==> config.mk <==
export PLATFORM = sky130hd
export DESIGN_NAME = tcr_config_regs
export DESIGN_NICKNAME = d
export VERILOG_FILES = /design/src/logic/tcr_pkg.sv /design/src/logic/tcr_spi_slave.sv /design/src/logic/tcr_cutoff_decode.sv /design/src/logic/tcr_config_regs.sv
export VERILOG_INCLUDE_DIRS = /design/src /design/src/logic
export SDC_FILE = /design/constraint.sdc
export NUM_CORES = 1
export LEC_CHECK = 0
export BUFFER_PORTS_ARGS = -buffer_cell sky130_fd_sc_hd__buf_2
export CORE_ASPECT_RATIO = 1.2
export CORE_MARGIN = 4
export CORE_UTILIZATION = 30
export DETAILED_ROUTE_END_ITERATION = 12
export PLACE_DENSITY = 0.56
export SYNTH_ARGS = -nofsm -noshare
export SYNTH_HDL_FRONTEND = slang
export SYNTH_HIERARCHICAL = 1
export SYNTH_SLANG_ARGS = --single-unit
export TNS_END_PERCENT = 20
==> constraint.sdc <==
create_clock -name clock_i -period 3.6 [get_ports clock_i]
set_input_delay 0.18 -clock clock_i [delete_from_list [all_inputs] [get_ports clock_i]]
set_output_delay 0.18 -clock clock_i [all_outputs]
set_load 0.005 [all_outputs]
==> src/logic/tcr_params.svh <==
// Operation
// - Three config bytes at 0x00-0x02, SPI read/write
// - Power-on loads 0x91, 0x10, 0x30
// - Soft reset bit resets all, self-clears
// - Switch polarity inverts antenna switch levels
// - Undervolt detect enable, cleared at power-on
// - Low-voltage status: read-only, sticky, read-clears
// - Data clock output gated low when disabled
// - Frequency-register mode selects one or two registers
// - Modulation bit: 0 on/off, 1 FSK
// - Data rate sets data and average cutoffs
// - Transceiver enable low keeps device in standby
// - Data manager enable bit switches data manager
// - Wakeup oscillator enable bit switches strobe oscillator
// - Lock-lost flag reads synthesiser out-of-lock state
// - Input attenuation 0, 8, 16, 30 dB
// - Output attenuation 0, 8, 16, 25 dB
// - Override picks average cutoff from filter field
// - Override bit chooses data-rate or filter field
`ifndef TCR_PARAMS_SVH
`define TCR_PARAMS_SVH

// ==========================================================
// Register map
`define TCR_ADDR_W           7
`define TCR_ADDR_CFG1        7'h00
`define TCR_ADDR_CFG2        7'h01
`define TCR_ADDR_CFG3        7'h02
`define TCR_RST_CFG1         8'h91
`define TCR_RST_CFG2         8'h10
`define TCR_RST_CFG3         8'h30

// ==========================================================
// Field positions
`define TCR_CFG1_SOFT_RST    3
`define TCR_CFG3_LOCK_LOST   5
`define TCR_CFG3_UNDERVOLT   4
`define TCR_CFG3_RW_MASK     8'hCF

// ==========================================================
// Decode figures
`define TCR_DATA_CUT_BASE_KHZ 6'h06
`define TCR_AVG_CUT_BASE_HZ   13'h01F4
`define TCR_IN_ATTEN_MAX_DB   5'h1E
`define TCR_OUT_ATTEN_MAX_DB  5'h19
`define TCR_ATTEN_STEP_DB     5'h08
`define TCR_SPI_BITS          4'h7

`endif

==> src/logic/tcr_pkg.sv <==
`default_nettype none
package tcr_pkg;

  typedef struct packed {
    logic       wr;
    logic       rd;
    logic [6:0] addr;
    logic [7:0] wdata;
  } tcr_bus_type;

  typedef struct packed {
    logic [1:0] band_offset_sel;
    logic [1:0] band_sel;
    logic       switch_polarity;
    logic       undervolt_detect_en;
    logic       data_clock_out_en;
    logic       slicer_ref_sel;
    logic       freq_reg_mode;
    logic       modulation_sel;
    logic [1:0] data_rate_sel;
    logic       transceiver_en;
    logic       data_manager_en;
    logic       wakeup_osc_en;
    logic [1:0] avg_filter_sel;
    logic [1:0] input_atten_sel;
    logic [1:0] output_atten_sel;
  } tcr_cfg_type;

  typedef struct packed {
    logic [5:0]  data_cut_khz;
    logic [12:0] avg_cut_hz;
    logic [4:0]  in_atten_db;
    logic [4:0]  out_atten_db;
  } tcr_cut_type;

  typedef enum logic [1:0] {SPI_ADDR, SPI_DATA, SPI_DONE} tcr_spi_state_type;

endpackage
`default_nettype wire

==> src/logic/tcr_spi_slave.sv <==
`timescale 1ns/1ps
`default_nettype none
`include "tcr_params.svh"
module tcr_spi_slave
  import tcr_pkg::*;
(
  input  wire logic        clock_i,
  input  wire logic        nrst_i,
  input  wire logic        clk_en_i,
  input  wire logic        spi_sel_n_i,
  input  wire logic        spi_sclk_i,
  input  wire logic        spi_mosi_i,
  input  wire logic [7:0]  rd_data_i,
  output logic             spi_miso_o,
  output logic             spi_miso_oe_o,
  output tcr_bus_type      bus_o
);

  // ==========================================================
  // Edge detect, pins already synchronous
  logic              sclk_q_r;
  logic              rise;
  logic              fall;
  logic [3:0]        cnt_r;
  logic [7:0]        sh_in_r;
  logic [7:0]        sh_out_r;
  logic [7:0]        byte_nxt;
  logic              write_r;
  tcr_spi_state_type state_r;
  tcr_bus_type       bus_r;

  assign rise     = spi_sclk_i & ~sclk_q_r;
  assign fall     = ~spi_sclk_i & sclk_q_r;
  assign byte_nxt = {sh_in_r[6:0], spi_mosi_i};

  always_ff @(posedge clock_i) begin
    if (!nrst_i) begin
      sclk_q_r <= 1'b0;
    end else if (clk_en_i) begin
      sclk_q_r <= spi_sclk_i;
    end
  end

  // ==========================================================
  // Frame sequencing: one address byte, one data byte
  always_ff @(posedge clock_i) begin
    if (!nrst_i) begin
      state_r <= SPI_ADDR;
      cnt_r   <= 4'h0;
      sh_in_r <= 8'h00;
      write_r <= 1'b0;
      bus_r   <= '0;
    end else if (clk_en_i) begin
      bus_r.wr <= 1'b0;
      bus_r.rd <= 1'b0;
      if (spi_sel_n_i) begin
        state_r <= SPI_ADDR;
        cnt_r   <= 4'h0;
      end else if (rise && state_r != SPI_DONE) begin
        sh_in_r <= byte_nxt;
        cnt_r   <= (cnt_r == `TCR_SPI_BITS) ? 4'h0 : cnt_r + 4'h1;
        if (cnt_r == `TCR_SPI_BITS) begin
          unique case (state_r)
            SPI_ADDR: begin
              state_r    <= SPI_DATA;
              write_r    <= byte_nxt[7];
              bus_r.addr <= byte_nxt[6:0];
              bus_r.rd   <= ~byte_nxt[7];
            end
            SPI_DATA: begin
              state_r     <= SPI_DONE;
              bus_r.wr    <= write_r;
              bus_r.wdata <= byte_nxt;
            end
            SPI_DONE: begin
              state_r <= SPI_DONE;
            end
          endcase
        end
      end
    end
  end

  // ==========================================================
  // Read data: loaded a cycle after the address byte
  // Shift only after a sampled bit, so the MSB survives
  always_ff @(posedge clock_i) begin
    if (!nrst_i) begin
      sh_out_r <= 8'h00;
    end else if (clk_en_i) begin
      if (bus_r.rd) begin
        sh_out_r <= rd_data_i;
      end else if (fall && state_r == SPI_DATA && cnt_r != 4'h0) begin
        sh_out_r <= {sh_out_r[6:0], 1'b0};
      end
    end
  end

  assign spi_miso_o    = sh_out_r[7];
  assign spi_miso_oe_o = ~spi_sel_n_i & (state_r == SPI_DATA) & ~write_r;
  assign bus_o         = bus_r;

endmodule
`default_nettype wire

==> src/logic/tcr_cutoff_decode.sv <==
`timescale 1ns/1ps
`default_nettype none
`include "tcr_params.svh"
module tcr_cutoff_decode
  import tcr_pkg::*;
(
  input  wire tcr_cfg_type cfg_i,
  input  wire logic        avg_filter_override_i,
  output tcr_cut_type      cut_o
);

  logic [1:0] avg_code;

  // ==========================================================
  // Cutoffs double per code step
  assign avg_code = avg_filter_override_i ? cfg_i.avg_filter_sel : cfg_i.data_rate_sel;
  assign cut_o.data_cut_khz = 6'(`TCR_DATA_CUT_BASE_KHZ << cfg_i.data_rate_sel);
  assign cut_o.avg_cut_hz   = 13'(`TCR_AVG_CUT_BASE_HZ << avg_code);

  // ==========================================================
  // Top attenuation step is not linear
  assign cut_o.in_atten_db  = (cfg_i.input_atten_sel == 2'h3) ? `TCR_IN_ATTEN_MAX_DB
                              : 5'(`TCR_ATTEN_STEP_DB * cfg_i.input_atten_sel);
  assign cut_o.out_atten_db = (cfg_i.output_atten_sel == 2'h3) ? `TCR_OUT_ATTEN_MAX_DB
                              : 5'(`TCR_ATTEN_STEP_DB * cfg_i.output_atten_sel);

endmodule
`default_nettype wire

==> src/logic/tcr_config_regs.sv <==
`timescale 1ns/1ps
`default_nettype none
`include "tcr_params.svh"
module tcr_config_regs
  import tcr_pkg::*;
(
  input  wire logic        clock_i,
  input  wire logic        nrst_i,
  input  wire logic        clk_en_i,
  input  wire logic        spi_sel_n_i,
  input  wire logic        spi_sclk_i,
  input  wire logic        spi_mosi_i,
  output logic             spi_miso_o,
  output logic             spi_miso_oe_o,
  input  wire logic        pll_out_of_lock_i,
  input  wire logic        low_voltage_event_i,
  input  wire logic        transmitting_i,
  input  wire logic        data_clock_i,
  input  wire logic        avg_filter_override_i,
  output logic             antenna_switch_o,
  output logic             data_clock_o,
  output logic             soft_reset_o,
  output logic             standby_o,
  output logic             fsk_mode_o,
  output logic             two_freq_regs_o,
  output logic             data_manager_on_o,
  output logic             wakeup_osc_on_o,
  output logic             undervolt_detect_on_o,
  output tcr_cfg_type      cfg_o,
  output tcr_cut_type      cut_o
);

  // ==========================================================
  // Declarations
  tcr_bus_type bus;
  logic [7:0]  cfg1_r;
  logic [7:0]  cfg2_r;
  logic [7:0]  cfg3_r;
  logic        undervolt_r;
  logic        soft_rst_r;
  logic        soft_rst;
  logic [7:0]  rd_data;
  logic        status_read;
  logic        undervolt_set;
  tcr_cfg_type cfg;
  tcr_cut_type cut;
  tcr_cut_type cut_r;
  logic        switch_r;
  logic        dclk_r;

  // ==========================================================
  // Register port
  tcr_spi_slave u_spi (
    .clock_i       (clock_i),
    .nrst_i        (nrst_i),
    .clk_en_i      (clk_en_i),
    .spi_sel_n_i   (spi_sel_n_i),
    .spi_sclk_i    (spi_sclk_i),
    .spi_mosi_i    (spi_mosi_i),
    .rd_data_i     (rd_data),
    .spi_miso_o    (spi_miso_o),
    .spi_miso_oe_o (spi_miso_oe_o),
    .bus_o         (bus)
  );

  // Soft reset acts at once on the write that carries it
  assign soft_rst = bus.wr && bus.addr == `TCR_ADDR_CFG1 && bus.wdata[`TCR_CFG1_SOFT_RST];

  // ==========================================================
  // Writable configuration
  always_ff @(posedge clock_i) begin
    if (!nrst_i) begin
      cfg1_r <= `TCR_RST_CFG1;
      cfg2_r <= `TCR_RST_CFG2;
      cfg3_r <= `TCR_RST_CFG3 & `TCR_CFG3_RW_MASK;
    end else if (clk_en_i) begin
      if (soft_rst) begin
        cfg1_r <= `TCR_RST_CFG1;
        cfg2_r <= `TCR_RST_CFG2;
        cfg3_r <= `TCR_RST_CFG3 & `TCR_CFG3_RW_MASK;
      end else if (bus.wr) begin
        unique case (bus.addr)
          `TCR_ADDR_CFG1: cfg1_r <= bus.wdata & ~(8'h01 << `TCR_CFG1_SOFT_RST);
          `TCR_ADDR_CFG2: cfg2_r <= bus.wdata;
          `TCR_ADDR_CFG3: cfg3_r <= bus.wdata & `TCR_CFG3_RW_MASK;
          default: ;
        endcase
      end
    end
  end

  // ==========================================================
  // Soft reset pulse for counters outside
  always_ff @(posedge clock_i) begin
    if (!nrst_i) begin
      soft_rst_r <= 1'b0;
    end else if (clk_en_i) begin
      soft_rst_r <= soft_rst;
    end
  end

  // ==========================================================
  // Low-voltage status: a new event beats the read clear
  assign status_read   = bus.rd && bus.addr == `TCR_ADDR_CFG3;
  assign undervolt_set = cfg.undervolt_detect_en & low_voltage_event_i;

  always_ff @(posedge clock_i) begin
    if (!nrst_i) begin
      undervolt_r <= 1'b1;
    end else if (clk_en_i) begin
      if (soft_rst || undervolt_set) begin
        undervolt_r <= 1'b1;
      end else if (status_read) begin
        undervolt_r <= 1'b0;
      end
    end
  end

  // ==========================================================
  // Read mux, unmapped reads as zero
  always_comb begin
    unique case (bus.addr)
      `TCR_ADDR_CFG1: rd_data = cfg1_r;
      `TCR_ADDR_CFG2: rd_data = cfg2_r;
      `TCR_ADDR_CFG3: begin
        rd_data = cfg3_r;
        rd_data[`TCR_CFG3_LOCK_LOST] = pll_out_of_lock_i;
        rd_data[`TCR_CFG3_UNDERVOLT] = undervolt_r;
      end
      default: rd_data = 8'h00;
    endcase
  end

  // ==========================================================
  // Field view
  assign cfg.band_offset_sel     = cfg1_r[7:6];
  assign cfg.band_sel            = cfg1_r[5:4];
  assign cfg.switch_polarity     = cfg1_r[2];
  assign cfg.undervolt_detect_en = cfg1_r[1];
  assign cfg.data_clock_out_en   = cfg1_r[0];
  assign cfg.slicer_ref_sel      = cfg2_r[7];
  assign cfg.freq_reg_mode       = cfg2_r[6];
  assign cfg.modulation_sel      = cfg2_r[5];
  assign cfg.data_rate_sel       = cfg2_r[4:3];
  assign cfg.transceiver_en      = cfg2_r[2];
  assign cfg.data_manager_en     = cfg2_r[1];
  assign cfg.wakeup_osc_en       = cfg2_r[0];
  assign cfg.avg_filter_sel      = cfg3_r[7:6];
  assign cfg.input_atten_sel     = cfg3_r[3:2];
  assign cfg.output_atten_sel    = cfg3_r[1:0];

  // ==========================================================
  // Analog settings, registered so outputs come from flops
  tcr_cutoff_decode u_dec (
    .cfg_i                 (cfg),
    .avg_filter_override_i (avg_filter_override_i),
    .cut_o                 (cut)
  );

  always_ff @(posedge clock_i) begin
    if (!nrst_i) begin
      cut_r <= '0;
    end else if (clk_en_i) begin
      cut_r <= cut;
    end
  end

  // ==========================================================
  // Pin drivers; one cycle of delay on the data clock
  always_ff @(posedge clock_i) begin
    if (!nrst_i) begin
      switch_r <= 1'b0;
      dclk_r   <= 1'b0;
    end else if (clk_en_i) begin
      switch_r <= transmitting_i ^ cfg.switch_polarity;
      dclk_r   <= data_clock_i & cfg.data_clock_out_en;
    end
  end

  assign antenna_switch_o      = switch_r;
  assign data_clock_o          = dclk_r;
  assign soft_reset_o          = soft_rst_r;
  assign standby_o             = ~cfg.transceiver_en;
  assign fsk_mode_o            = cfg.modulation_sel;
  assign two_freq_regs_o       = cfg.freq_reg_mode;
  assign data_manager_on_o     = cfg.data_manager_en;
  assign wakeup_osc_on_o       = cfg.wakeup_osc_en;
  assign undervolt_detect_on_o = cfg.undervolt_detect_en;
  assign cfg_o                 = cfg;
  assign cut_o                 = cut_r;

endmodule
`default_nettype wire

==> summary.md <==
| Metric | Value |
|---|---|
| Status | `finished clean` |
| Starting Density | `~31%` |
| Global-route wire length before repair | `between 15000 and 20000 um` |
| Capture point of the worst reg-to-reg path | `u_spi/bus_o[2]$_SDFFE_PN0P_` |
| Die W | `119 um` |
| Vias in the first global route | `3506` |
| Max Slew Vio Count | `0` |
| CP Depth | `5` |
| Post-CTS sizing | `0` |
| Largest net degree at the start of global routing | `47` |
| Grt ovf | `0` |
| Crit path max-delay family | `simple AND/OR/NAND/NOR gates` |
| Hold WC Path Type | `input port to flip-flop` |
| Multiplexer share of the synthesized area | `between 15 and 20%` |
| Mean Syn Cell Area | `between 9 and 10 um2` |
| DP HPWL | `between 7000 and 8000 um` |
| Mapped cell area | `4470 um2` |
| Core ar. | `14500 um2` |
| Crit-path cells | `inv_1 > ha_1 > nor3b_4 > and4_1 > mux2i_1` |
| Layout area overhead | `14.4%` |
| Clock latency on the worst-skew pair | `about 0.35 ns` |
| Worst setup path startpoint | `u_spi/state_r[0]$_SDFFE_PN0P_` |
| Crit path arrival time | `~2.4 ns` |
| Ant. Diodes | `0` |
| Clock-pin slew on the worst setup and hold paths | `0.07 ns` |
| Minimum hold slack | `0.100 ns` |
| Multi-input gate area | `about 2300 um2` |
| Largest family of logic cells by synthesized area | `simple AND/OR/NAND/NOR gates` |
| Initial antenna violation count | `0` |
| Slowest cell on crit path | `and4_1` |
| Detailed-route DRC error count | `0` |
| CTS tree | `yes` |
| Register-to-Register Path Depth | `5` |
| Design area | `between 5000 and 6000 um2` |
| GRT Resource Usage Total | `between 10 and 15%` |
| Via Count | `between 3000 and 4000` |
| Endpoints failing setup | `0` |
| Clk buf depth | `2` |
| Cell Pwr Density | `slightly above 400 nW/um2` |
| DR iter-0 viols | `240` |
| Post-Route Utilization | `between 30% and 40%` |
| Critical Path End Type | `flip-flop` |
| Layout cells sized above 1 | `21.4%` |
| Synth Area in Simple Gates | `19.5%` |
| Largest stage delay, worst path | `around 0.64 ns` |
| Prevailing post-synth register cell | `dfxtp_1` |
| Area fraction in compound gates after synthesis | `10.6%` |
| EDFF count, synth | `0` |
| Clock root buffer | `clkbuf_16` |
| Kind of critical path | `flip-flop to flip-flop` |
| Tmin final | `around 2.2 ns` |
| Synth unique cells | `57` |
| Most common cell in the synthesized netlist | `dfxtp_1` |
| Area share of the largest cell type after synthesis | `42.1%` |
| DRT Pass-1 Iters | `4` |
| Yosys reg bits | `between 90 and 100` |
| Leakage power | `2.19 nW` |
| Placed cell areas | `around 4800 um2` |
| H-tree levels | `3` |
| R2R Setup Slk | `approximately 1.4 ns` |
| Worst Clk Skew | `roughly 0.007 ns` |
| Register area | `approximately 1900 um2` |
| Die height | `around 140 um` |
| Gate Count Post-Synth | `a little under 500` |
| Most instantiated cells after synthesis | `dfxtp_1, mux2i_1, nand2_1` |
| Input/output buffers | `just over 70` |
| Synth area leaders | `dfxtp_1, mux2i_1, nand2_1` |
| Element type at the critical path start | `flip-flop` |
| Reg2reg start | `u_spi/state_r[0]$_SDFFE_PN0P_` |
| Rows | `48` |
| Relative max-transition margin | `a little over a quarter` |
| Postcts setup bufs | `0` |
| Tcrit/Tclk final | `60.0%` |
| Pwr Total | `around 2.1 mW` |
| Die footprint | `16900 um2` |
| Setup TNS | `0 ns` |
| Placer Congestion | `around 0.84` |
| Actual slew at the worst max-slew pin | `1.09 ns` |
| Post-Route WL | `~11000 um` |
| WL/cell | `15.1 um` |
| Antenna-violating nets left | `0` |
| VDD IR max | `between 0.0002 and 0.0003 V` |
| Synth Area in XOR/XNOR | `less than 1%` |
| Yosys warns | `6` |
| Adder-Cell Fraction of Synth Area | `~2%` |
| Nets@finish | `around 540` |
| Max cap viols | `0` |
| Io pins | `a little over 70` |
| Cell taking the most area after synthesis | `dfxtp_1` |
| Hold violation count in the final report | `0` |
| Vias/cell | `roughly 4.8` |
| Sink Count | `94` |
| FFs w/ async S/R, synth | `0%` |
| Worst path required time | `approximately 3.9 ns` |
| Layout filler cell count | `~1600` |
| Inserted Clock Buffers | `9` |
| Hold buffer count at cts | `0` |
| CP Max Fanout | `16` |
| Fmax | `approximately 460 MHz` |
| Worst path bufs/invs | `1` |
| Unrepaired setup endpoints after global routing | `no` |
| Critical Path Sink | `u_spi/bus_o[2]$_SDFFE_PN0P_` |
| Register area share after synthesis | `between 40% and 50%` |
## flip-flops by register name (all words and copies together) (netlist names), 2 cells and up
register / flops
u_spi/cnt_r: 4
u_spi/sh_out_r: 8
cfg2_r: 8
cfg1_r: 7
u_spi/state_r: 2
cfg3_r: 6
u_spi/bus_o: 17
cut_o: 29
u_spi/sh_in_r: 7
## stage by stage
stage	instances	setup WS (ns)
6_report	728	1.44
3_5_place_dp	712	1.42
3_3_place_gp	712	1.51
2_1_floorplan	488	1.78
4_1_cts	728	1.43
5_1_grt	728	1.27
## worst min path at each step
stage | from | end | slack, ns | cells after the start
6_report | data_clock_i | data_clock_o$_SDFFE_PN0P_ | 0.10 | 3
5_1_grt | data_clock_i | data_clock_o$_SDFFE_PN0P_ | 0.10 | 3
4_1_cts | data_clock_i | data_clock_o$_SDFFE_PN0P_ | 0.09 | 3
3_5_place_dp | u_spi/sh_out_r[6]$_SDFFE_PN0P_ | u_spi/sh_out_r[6]$_SDFFE_PN0P_ | 0.46 | 2
3_3_place_gp | u_spi/sh_out_r[4]$_SDFFE_PN0P_ | u_spi/sh_out_r[4]$_SDFFE_PN0P_ | 0.44 | 2
2_1_floorplan | spi_mosi_i | u_spi/sh_in_r[0]$_SDFFE_PN0P_ | 0.34 | 2
## cells in the final DEF, fill, tap and decap left out, types with 3 or more instances in the layout
cell type,n
a21boi_0,7
a21oi_1,4
a2bb2oi_1,10
a32o_2,5
and2_1,3
and4_1,4
buf_2,71
buf_4,4
clkbuf_16,9
conb_1,9
dfxtp_1,94
ha_1,7
inv_1,17
inv_6,4
mux2_2,7
mux2i_1,70
nand2_1,59
nand2b_1,6
nand3_1,13
nand3b_1,3
nand4_1,4
nor2_1,45
nor2b_1,6
nor3_1,3
o21ai_0,10
o22ai_1,7
or3_1,4
or4_4,3
## where the power goes
part	internal, mW	switching, mW	leakage (nW)
clock	0.480	0.436	0.134
combinational	0.0424	0.0686	1.29
sequential	1.05	0.00838	0.762
total	1.58	0.513	2.19
## worst min-delay path: stages
cell     delay, ns
buf_2         0.10
nand3_1       0.07
a21oi_1       0.06
## area by class of cell
cell class / instances / area share [%]
Multi-Input combinational cell: 326 / 44.1
Sequential cell: 94 / 36.8
Timing Repair Buffer: 75 / 7.53
Tap cell: 200 / 4.89
Clock buffer: 10 / 4.47
Inverter: 17 / 1.25
Clock inverter: 6 / 1.00
## cells by family (layout without fill, tap and decap cells)
kind of cell,count (synthesis),count (layout)
DFF,94,94
buffers and inverters,68,108
xor gates and xnor gates,1,1
and+or+nand+nor,172,172
adders and majority gates,7,7
muxes,77,77
other,2,9
AOI/OAI and AO/OA,60,60
## layer usage
metal	global-route usage (%)	wire, um
met1	16.5	4860
met2	22.6	5380
met3	2.55	541
met4	6.03	180
met5	0	0
(Power assumes the default switching activity.)
